### src/ppm_params.svh
// Offsets, field positions, reset values and codes of the power-management capability
`ifndef PPM_PARAMS_SVH
`define PPM_PARAMS_SVH
`define PPM_CAP_OFFSET      8'hc0
`define PPM_CTL_OFFSET      8'hc4
`define PPM_CAPABILITY_IDENTIFIER_VALUE     8'h01
`define PPM_CAPABILITY_IDENTIFIER_LSB       0
`define PPM_D3C_BIT         31
`define PPM_WSTAT_BIT       15
`define PPM_DATA_SCALE_FIELD_LSB       13
`define PPM_DATA_SELECT_FIELD_LSB        9
`define PPM_WEN_BIT         8
`define PPM_PWR_LSB         0
`define PPM_DATA_SELECT_FIELD_RESET      4'h0
`define PPM_PWR_RESET       2'h0
`define PPM_DATA_SCALE_FIELD_VALUE     2'h0
`define PPM_CAP_OTHER_BITS  32'h7e03_0000
`endif

### src/ppm_pkg.sv
// Types of the power-management capability block
package ppm_pkg;
  typedef enum logic [1:0] {
    PPM_D0    = 2'h0,
    PPM_D1    = 2'h1,
    PPM_D2    = 2'h2,
    PPM_D3HOT = 2'h3
  } ppm_pstate_t;
endpackage

### src/ppm_regs.sv
// Power-management capability registers on the configuration port
`timescale 1ns/100ps
`include "ppm_params.svh"
module ppm_regs
  import ppm_pkg::*;
#(
  parameter logic [3:0] SUPPORTED_STATES = 4'hf
) (
  input  wire logic        mclk,
  input  wire logic        rst,
  input  wire logic        por,
  input  wire logic        eeprom_d3c,
  input  wire logic        aux_detect,
  input  wire logic        cfg_wr,
  input  wire logic        cfg_rd,
  input  wire logic [7:0]  cfg_addr,
  input  wire logic [3:0]  cfg_be,
  input  wire logic [31:0] cfg_wdata,
  output logic [31:0]      cfg_rdata,
  input  wire logic        wake_event,
  output logic             pme_n,
  output logic [1:0]       power_state
);
  // Field positions must sit inside their byte lanes and keep clear of each other
  localparam int unsigned PWR_LSB   = `PPM_PWR_LSB;
  localparam int unsigned WEN_BIT   = `PPM_WEN_BIT;
  localparam int unsigned DATA_SELECT_FIELD_LSB  = `PPM_DATA_SELECT_FIELD_LSB;
  localparam int unsigned DATA_SCALE_FIELD_LSB = `PPM_DATA_SCALE_FIELD_LSB;
  localparam int unsigned WSTAT_BIT = `PPM_WSTAT_BIT;
  localparam int unsigned D3C_BIT   = `PPM_D3C_BIT;

  if (SUPPORTED_STATES[0] == 1'b0) begin
    $error("ppm_regs: power state D0 must be supported");
  end
  if (PWR_LSB + 2 > 8) begin
    $error("ppm_regs: power state field must sit in byte lane 0");
  end
  if (WEN_BIT < 8 || WEN_BIT > 15) begin
    $error("ppm_regs: enable bit must sit in byte lane 1");
  end
  if (DATA_SELECT_FIELD_LSB < 8 || DATA_SELECT_FIELD_LSB + 4 > 16) begin
    $error("ppm_regs: data select field must sit in byte lane 1");
  end
  if (DATA_SCALE_FIELD_LSB + 2 > 16) begin
    $error("ppm_regs: data scale field must sit in the low half");
  end
  if (WSTAT_BIT < 8 || WSTAT_BIT > 15) begin
    $error("ppm_regs: status bit must sit in byte lane 1");
  end
  if (D3C_BIT > 31) begin
    $error("ppm_regs: D3cold flag must sit inside the word");
  end
  if (WEN_BIT >= DATA_SELECT_FIELD_LSB || DATA_SELECT_FIELD_LSB + 4 > DATA_SCALE_FIELD_LSB || DATA_SCALE_FIELD_LSB + 2 > WSTAT_BIT) begin
    $error("ppm_regs: control fields overlap");
  end
  if (`PPM_CAP_OFFSET == `PPM_CTL_OFFSET || (`PPM_CTL_OFFSET % 4) != 0) begin
    $error("ppm_regs: register offsets must differ and be word aligned");
  end
  if (`PPM_CAPABILITY_IDENTIFIER_LSB != 0) begin
    $error("ppm_regs: identifier must sit in the first byte");
  end

  // Strap, sticky wake controls and the non-sticky data select and power state fields
  logic        d3c_q;
  logic        d3c_d;
  logic        wstat_q;
  logic        wen_q;
  logic [3:0]  data_select_field_q;
  ppm_pstate_t pwr_q;
  // Reset combinations, decodes of one configuration access and the packed read words
  logic        any_reset;
  logic        sticky_reset;
  logic        wr_ctl;
  logic        rd_cap;
  logic        rd_ctl;
  logic        lane_state;
  logic        lane_wake;
  logic        status_clr;
  logic        pwr_take;
  logic [31:0] cap_word;
  logic [31:0] ctl_word;
  logic [31:0] rdata_d;
  logic [1:0]  new_pwr;

  // One decoder for both strobes keeps reads and writes on the same map
  function automatic logic addr_hit(input logic [7:0] addr, input logic [7:0] base);
    return addr == base;
  endfunction

  // Only four codes exist, so every code indexes the mask
  function automatic logic state_ok(input logic [1:0] code);
    return SUPPORTED_STATES[code];
  endfunction

  // Packing lives in functions so the read mux and the field map cannot drift apart
  function automatic logic [31:0] pack_cap(input logic d3c);
    logic [31:0] w;
    w = `PPM_CAP_OTHER_BITS;
    w[`PPM_CAPABILITY_IDENTIFIER_LSB +: 8] = `PPM_CAPABILITY_IDENTIFIER_VALUE;
    w[D3C_BIT] = d3c;
    return w;
  endfunction

  function automatic logic [31:0] pack_ctl(input logic wstat, input logic wen,
                                            input logic [3:0] data_select_field, input logic [1:0] pwr);
    logic [31:0] w;
    w = 32'h0000_0000;
    w[WSTAT_BIT] = wstat;
    w[DATA_SCALE_FIELD_LSB +: 2] = `PPM_DATA_SCALE_FIELD_VALUE;
    w[DATA_SELECT_FIELD_LSB +: 4] = data_select_field;
    w[WEN_BIT] = wen;
    w[PWR_LSB +: 2] = pwr;
    return w;
  endfunction

  assign d3c_d        = eeprom_d3c && aux_detect;
  assign any_reset    = por || rst;
  // Uses the incoming strap, so a one-edge reset already clears unsupported bits
  assign sticky_reset = por || (rst && !d3c_d);
  assign wr_ctl       = cfg_wr && addr_hit(cfg_addr, `PPM_CTL_OFFSET);
  assign rd_cap       = cfg_rd && addr_hit(cfg_addr, `PPM_CAP_OFFSET);
  assign rd_ctl       = cfg_rd && addr_hit(cfg_addr, `PPM_CTL_OFFSET);
  // Byte lane 0 carries the power state, lane 1 the wake controls
  assign lane_state   = wr_ctl && cfg_be[0];
  assign lane_wake    = wr_ctl && cfg_be[1];
  assign new_pwr      = cfg_wdata[PWR_LSB +: 2];
  assign status_clr   = lane_wake && cfg_wdata[WSTAT_BIT];
  assign pwr_take     = lane_state && state_ok(new_pwr);

  // Strap is taken on the clock while reset is held, never through the async path
  always_ff @(posedge mclk) begin
    if (any_reset) begin
      d3c_q <= d3c_d;
    end
  end

  // Sticky bits: only power-up reset clears them when D3cold wake is supported
  always_ff @(posedge mclk) begin
    if (sticky_reset) begin
      wstat_q <= 1'b0;
    end else if (wake_event) begin
      wstat_q <= 1'b1;
    end else if (status_clr) begin
      wstat_q <= 1'b0;
    end
  end

  always_ff @(posedge mclk) begin
    if (sticky_reset) begin
      wen_q <= 1'b0;
    end else if (lane_wake) begin
      wen_q <= cfg_wdata[WEN_BIT];
    end
  end

  // Stored only so software reads back what it wrote; nothing decodes it
  always_ff @(posedge mclk) begin
    if (any_reset) begin
      data_select_field_q <= `PPM_DATA_SELECT_FIELD_RESET;
    end else if (lane_wake) begin
      data_select_field_q <= cfg_wdata[DATA_SELECT_FIELD_LSB +: 4];
    end
  end

  // A refused code leaves the field alone while the bus write still completes
  always_ff @(posedge mclk) begin
    if (any_reset) begin
      pwr_q <= ppm_pstate_t'(`PPM_PWR_RESET);
    end else if (pwr_take) begin
      pwr_q <= ppm_pstate_t'(new_pwr);
    end
  end

  // Active low pin, registered so it never glitches on the enable write
  always_ff @(posedge mclk) begin
    if (por || rst) begin
      pme_n <= 1'b1;
    end else begin
      pme_n <= !(wstat_q && wen_q);
    end
  end

  // Output copy lags the field by one cycle so the pin comes from a flop
  always_ff @(posedge mclk) begin
    if (any_reset) begin
      power_state <= `PPM_PWR_RESET;
    end else begin
      power_state <= pwr_q;
    end
  end

  // Unmapped and idle cycles read zero
  always_comb begin
    cap_word = pack_cap(d3c_q);
    ctl_word = pack_ctl(wstat_q, wen_q, data_select_field_q, pwr_q);
    rdata_d  = 32'h0000_0000;
    if (rd_cap) begin
      rdata_d = cap_word;
    end else if (rd_ctl) begin
      rdata_d = ctl_word;
    end
  end

  // Read data stands for one cycle only, then falls back to zero
  always_ff @(posedge mclk) begin
    if (any_reset) begin
      cfg_rdata <= 32'h0000_0000;
    end else begin
      cfg_rdata <= rdata_d;
    end
  end
endmodule

### config.mk
export PLATFORM = sky130hd
export DESIGN_NAME = ppm_regs
export DESIGN_NICKNAME = d
export VERILOG_FILES = /design/src/ppm_pkg.sv /design/src/ppm_regs.sv
export VERILOG_INCLUDE_DIRS = /design/src
export SDC_FILE = /design/constraint.sdc
export NUM_CORES = 1
export LEC_CHECK = 0
export CORE_MARGIN = 2
export CORE_UTILIZATION = 45
export DETAILED_ROUTE_END_ITERATION = 8
export DONT_BUFFER_PORTS = 1
export GPL_TIMING_DRIVEN = 0
export SYNTH_ARGS = -nofsm -noshare
export SYNTH_HDL_FRONTEND = slang
export SYNTH_SLANG_ARGS = --single-unit
### constraint.sdc
create_clock -name mclk -period 2.3 [get_ports mclk]
set_clock_uncertainty 0.15 [all_clocks]
set_input_delay 0.345 -clock mclk [delete_from_list [all_inputs] [get_ports mclk]]
set_output_delay 0.345 -clock mclk [all_outputs]
set_load 0.05 [all_outputs]
==> summary.txt, run 1 <==
Run status
  – Status: complete, no violations

Setup path
  – R2R depth: 3
  – Worst path max stage delay: 0.77 ns
  – Crit path max-delay family: flip-flops
  – Crit start category: register
  – Reg2reg setup slack: 1.33 ns
  – Worst EP required: 1.80 ns
  – Crit path DAT: 1.39 ns
  – Crit path capture type: output pin
  – Maximum fanout along the worst path: 8
  – Crit path buffers/inverters: 1
  – Worst reg2reg endpoint: wen_q
  – Critical-path top delay cell: dfxtp_1
  – Worst reg2reg path startpoint: wen_q
  – CP Cell Sequence: buf_4
  – Setup Crit Path Kind: reg -> out

Global route
  – Vias in the first global route: 544
  – Largest net degree at the start of global routing: 13
  – First-pass GRT wire length: 2390 µm
  – Grt total ovfl: 0
  – Antenna violations before repair: 0
  – GRT Overall Usage: 0.128

Floorplanning
  – Row cnt: 16
  – Die W: 50.3 µm
  – Core ar.: 2000 µm²
  – Top Ports: 87
  – Die Ht: 50.3 µm
  – Initial Util: 0.482
  – Die footprint: 2530 µm²

Finish
  – Nets: 170
  – Area grow syn2layout: 12.7%
  – Layout cell share with drive strength beyond 1: 0.274
  – Final std cells w/o fill: 144
  – ANT cells: 0
  – Fin util: 0.544
  – Post-route design area: 1090 µm²

Clock tree
  – Postcts setup bufs: 0
  – Htree depth: 1
  – Root buf cell: clkbuf_4
  – CTS tree: built
  – Clock transition at the registers of the reported paths: 0.12 ns
  – CTS max path bufs: 2
  – Worst-skew pair later-pin latency: 0.30 ns
  – Inserted Clock Buffers: 3
  – Clk sinks: 22

Drt
  – DR pass1 iterations: 2
  – Antenna-violating nets left: 0
  – Via count: 616
  – Residual DRC: 0
  – Final wirelength: 1540 µm
  – Via density: 4.28
  – 1st-iter DRT viols: 2
  – Routed wire length per instance: 10.7 µm

Synthesis
  – Share of the yosys chip area belonging to registers: 0.466
  – Syn Std Cell Area: 966 µm²
  – Number of library cell types mapped by synthesis: 22
  – Syn Inst Count: 98
  – Yosys reg bits: 22
  – Synthesis Warnings: 0
  – Syn Area/Cell: 9.86 µm²

STA
  – Final hold slack: 0.0168 ns
  – Final count of negative-setup-slack endpoints: 0
  – RSZ-0062 raised after global routing: false
  – Crit share post-route: 0.817
  – Minimum clock period: 1.88 ns
  – Slew Limit Fails: 0
  – FMAX: 532 MHz
  – Slew @ Worst Pin: 0.660 ns
  – Relative slew slack: 0.559
  – Setup TNS: 0 ns
  – Hold Vio Cnt, Final: 0

Power and ir drop
  – Worst vdd ir: 0.275 mV
  – Leakage: 0.548 nW
  – Power per standard cell area: 604 nW/µm²

Placement
  – Routability Congestion: 0.692
  – I/O Buffers: 0
  – HPWL after DPL: 1250 µm
  – Placed cell areas: 1050 µm²
  – Placed Cells incl. Taps: 139

Min path
  – Hold_sp: cfg_wdata[10]
  – Hold Path Depth: 2
  – Hold Path End: data_select_field_q[1]
  – Hold Crit Class: in -> reg

Run
  – Max_cap viols: 0
## synthesized netlist by cell type (all sizes together)
master  instances  area share
a211oi          2       0.016
a21oi           2       0.010
and2            8       0.052
and4            1       0.010
and4bb          1       0.013
buf            23        0.18
conb            1      0.0039
dfxtp          21        0.44
edfxtp          1       0.031
inv             7       0.027
mux2            1       0.016
mux2i           6       0.062
nand2          13       0.051
nand2b          1      0.0065
nand3           2       0.010
nand4           2       0.029
nor2            2      0.0078
nor3            1       0.017
nor3b           2       0.016
o221a           1       0.012
## per-stage QoR
stage	setup slack (ns)	total power, mW
2_1_floorplan	0.792	0.485
3_3_place_gp	0.768	0.488
3_5_place_dp	0.748	0.489
4_1_cts	0.398	0.662
5_1_grt	0.352	0.685
6_report	0.420	0.657
## layer usage
layer	vias up	wire (µm)	track usage
li1	315	-	-
met5	-	0	0
met3	2	168	0.0298
met2	42	710	0.217
met4	0	20	0.0811
met1	257	639	0.143
## layout by cell type (no fill, tap or decap)
master	Yosys	layout
a211oi_1	2	2
a21oi_1	2	2
and2_1	8	8
and4_2	1	1
and4bb_2	1	1
buf_2	1	1
buf_4	22	22
clkbuf_1	0	1
clkbuf_4	0	3
conb_1	1	15
dfxtp_1	21	21
dlygate4sd3_1	0	1
edfxtp_1	1	1
inv_1	7	7
mux2_4	1	1
mux2i_1	6	6
nand2_1	13	13
nand2b_1	1	1
nand3_1	2	2
nand4_1	1	1
nand4_4	1	1
nor2_1	2	2
nor3_4	1	1
nor3b_1	2	2
o221a_2	1	1
## repair_timing
item                      in CTS  in global routing
resized for setup              0                  0
hold endpoints to repair       3                  0
hold buffers                   1                  0
## power breakdown
part           total (mW)  internal [mW]  switching [mW]  leakage (nW)
combinational      0.0949         0.0269          0.0680         0.353
sequential          0.388          0.387         0.00110         0.180
clock               0.175         0.0674           0.108        0.0150
## flip-flops by register name, summed over array words and instances, names as in the netlist
signal	cells
data_select_field_q	4
wen_q	1
power_state	2
wstat_q	1
cfg_rdata	10
pwr_q	2
pme_n	1
d3c_q	1
## area by class of cell
| type | instances | area (µm²) |
|---|---|---|
| Inverter | 7 | 26.3 |
| Multi-Input combinational cell | 60 | 372 |
| Clock buffer | 4 | 26.3 |
| Buffer | 23 | 170 |
| Fill cell | 205 | 913 |
| Sequential cell | 22 | 450 |
| Timing Repair Buffer | 1 | 10.0 |
| Tap cell | 27 | 33.8 |
## worst max-delay path by stage
stage | startpoint | endpoint | slack (ns) | cells past startpoint
floorplan | cfg_rdata[29] | cfg_rdata[17] | 0.79 | 1
global placement | cfg_rdata[29] | cfg_rdata[17] | 0.77 | 1
detailed placement | cfg_rdata[29] | cfg_rdata[27] | 0.75 | 1
CTS | cfg_rdata[29] | cfg_rdata[27] | 0.40 | 1
global route | cfg_rdata[29] | cfg_rdata[25] | 0.35 | 1
finish | cfg_rdata[29] | cfg_rdata[27] | 0.42 | 1
## logic make-up (layout without fill, tap and decap cells)
| group | count (synthesis) | count (layout) | share of synthesized area |
|---|---|---|---|
| simple gates | 33 | 33 | 0.211 |
| buf+inv | 30 | 35 | 0.203 |
| flops | 22 | 22 | 0.466 |
| mux | 7 | 7 | 0.0777 |
| compound gates | 5 | 5 | 0.0376 |
| other cells | 1 | 15 | 0.00388 |
No activity file was read; power rests on OpenSTA's default activity.
==> inputs of run 2 (changes only) <==
--- a/config.mk
+++ b/config.mk
@@ -6,6 +6,7 @@
 export SDC_FILE = /design/constraint.sdc
 export NUM_CORES = 1
 export LEC_CHECK = 0
+export ABC_AREA = 1
 export CORE_MARGIN = 2
 export CORE_UTILIZATION = 45
 export DETAILED_ROUTE_END_ITERATION = 8
==> constraint.sdc (replaced) <==
create_clock -name mclk -period 1.7 [get_ports mclk]
set_clock_uncertainty 0.15 [all_clocks]
set_input_delay 0.255 -clock mclk [delete_from_list [all_inputs] [get_ports mclk]]
set_output_delay 0.255 -clock mclk [all_outputs]
set_load 0.05 [all_outputs]
==> run 2 against run 1 <==
  * Clock-buffer cell count unchanged
  * Die area unchanged
  * Sequential cell count stayed put
  * Area after synthesis unchanged
  * Critical path depth up 6
  * Critical path type is now in -> reg
  * Power increased by 45%
  * Cell area up 13%
  * Wire length up 7.0%
  * Hold slack got worse by 0.0046 ns
==> summary.txt, run 2 <==
Drt
  – 1st-iter DRT viols: 18
  – Final wirelength: 1650 µm
  – Via count: 712
  – DR pass1 iterations: 4
  – Routed wire length per instance: 9.35 µm
  – Via density: 4.05
  – Residual DRC: 0
  – Antenna-violating nets left: 0

Power and ir drop
  – Power per standard cell area: 771 nW/µm²
  – Worst vdd ir: 0.477 mV
  – Leakage: 0.592 nW
  – Pwr Total: 0.951 mW

Synthesis
  – Share of the yosys chip area belonging to registers: 0.466
  – Area leader, netlist: dfxtp_1
  – Post-synth top flop: dfxtp_1
  – Number of library cell types mapped by synthesis: 19
  – Syn Inst Count: 118
  – Synthesis Warnings: 0
  – Syn Area/Cell: 8.19 µm²
  – Ranking of synthesized cells by area: dfxtp_1, buf_4, nor2_1
  – Post-synth top area share: 0.435
  – Top cells by count, synth: nor2_1, buf_4, dfxtp_1
  – Syn Std Cell Area: 966 µm²
  – Cell with the most instances after synthesis: nor2_1
  – Post-synth EDFFs: 1
  – FFs w/ async S/R, synth: 0
  – Yosys reg bits: 22

Run status
  – Status: complete, no violations

Global route
  – Vias in the first global route: 605
  – Met1 Usage GRT: 0.139
  – Grt met2 use: 0.241
  – Met3 Use GR: 0.0119
  – First-pass GRT wire length: 2500 µm
  – Grt total ovfl: 0
  – GRT Max-Usage Layer: met2
  – GRT Overall Usage: 0.130
  – Antenna violations before repair: 0
  – Largest net degree at the start of global routing: 13

Clock tree
  – Inserted Clock Buffers: 3
  – Htree depth: 1
  – Root buf cell: clkbuf_4
  – Postcts setup bufs: 0
  – Clk sinks: 22
  – CTS tree: built
  – Clock transition at the registers of the reported paths: 0.11 ns
  – Worst-skew pair later-pin latency: 0.29 ns
  – CTS max path bufs: 2

Finish
  – Max reg flops: 10
  – Layout cell share with drive strength beyond 1: 0.262
  – Nets: 202
  – Commonest non-fill, non-tap cell in the layout: nor2_1
  – Area grow syn2layout: 27.7%
  – Most frequent cells in the layout: nor2_1, buf_4, dfxtp_1, inv_1, conb_1
  – Biggest regs: cfg_rdata (10), data_select_field_q (4)
  – ANT cells: 0
  – Register bank with the most flops: cfg_rdata

Floorplanning
  – Top Ports: 87
  – Die footprint: 2530 µm²
  – Core ar.: 2000 µm²
  – Die Ht: 50.3 µm
  – Die W: 50.3 µm
  – Row cnt: 16
  – Initial Util: 0.482

Min path
  – Hold Crit Class: in -> reg

STA
  – FMAX: 614 MHz
  – Crit share post-route: 0.959
  – Slew Limit Fails: 0
  – Final count of negative-setup-slack endpoints: 0
  – Minimum clock period: 1.63 ns
  – RSZ-0062 raised after global routing: false
  – Setup TNS: 0 ns
  – Hold Vio Cnt, Final: 0

Setup path
  – Crit path DAT: 1.73 ns
  – Maximum fanout along the worst path: 2
  – Crit start category: input port
  – Crit path capture type: register
  – Worst EP required: 1.80 ns
  – Setup Crit Path Kind: in -> reg

Run
  – Max_cap viols: 0

Placement
  – I/O Buffers: 0
  – HPWL after DPL: 1290 µm
  – Routability Congestion: 0.743
[run 2: path summary, 6_finish.rpt]
path / startpoint / endpoint / slack, ns / depth (start not counted)
max: rst / cfg_rdata[0] / 0.07 / 7
min: eeprom_d3c / d3c_q / 0.01 / 2
max reg2reg: wstat_q / wstat_q / 0.41 / 3
min reg2reg: data_select_field_q[3] / cfg_rdata[12] / 0.28 / 2
[run 2: metrics by stage]
| stage | util | cells | instance area [µm²] | worst slack, ns | hold WS [ns] |
|---|---|---|---|---|---|
| floorplan | - | 132 | 1020 | 0.282 | 0.234 |
| global placement | 0.526 | 159 | 1050 | 0.261 | 0.240 |
| detailed placement | 0.526 | 159 | 1050 | 0.249 | 0.244 |
| CTS | 0.609 | 176 | 1220 | 0.0275 | 0.00486 |
| global route | 0.616 | 176 | 1230 | 0.0118 | 0.000616 |
| finish | 0.616 | 176 | 1230 | 0.0703 | 0.0122 |
[run 2: layout make-up]
cell class	instances	area [µm²]
buffer	23	170
clock buffer	4	36.3
inverter	18	68.8
sequential	22	452
fill	190	768
multi-input combinational	69	343
tap	27	33.8
timing repair buffer	13	130
[run 2: layer usage]
layer | part of all wire | wire length, µm
met1 | 0.40 | 664
met2 | 0.51 | 832
met3 | 0.083 | 136
met4 | 0.0067 | 11
met5 | 0 | 0
[run 2: critical path, cell delays in order]
cell           delay, ns
dlygate4sd3_1       0.53
nor2_1              0.13
dlygate4sd3_1       0.58
nand2_1             0.05
inv_1               0.06
nand3_1             0.07
nand2_1             0.06
[run 2: cell families (layout without fill, tap and decap cells)]
logic type             count (synthesis)  count (layout)  share of synthesized area
AND/OR/NAND/NOR                       45              45                      0.236
buffers and inverters                 41              58                      0.247
flip-flops                            22              22                      0.466
AO/OA/AOI/OAI                          9               9                     0.0466
other                                  1              15                    0.00388
[run 2: report_power, final]
group / switching, mW / internal [mW]
Sequential: 0.00191 / 0.523
Combinational: 0.0984 / 0.0548
Clock: 0.143 / 0.130
Total: 0.243 / 0.708
[run 2: timing repair]
item | CTS | global route
resized for setup | 1 | 3
endpoints found under the hold margin | 10 | 0
setup endpoints to repair | 7 | 2
hold buffers | 13 | 0
pin swaps | 0 | 0
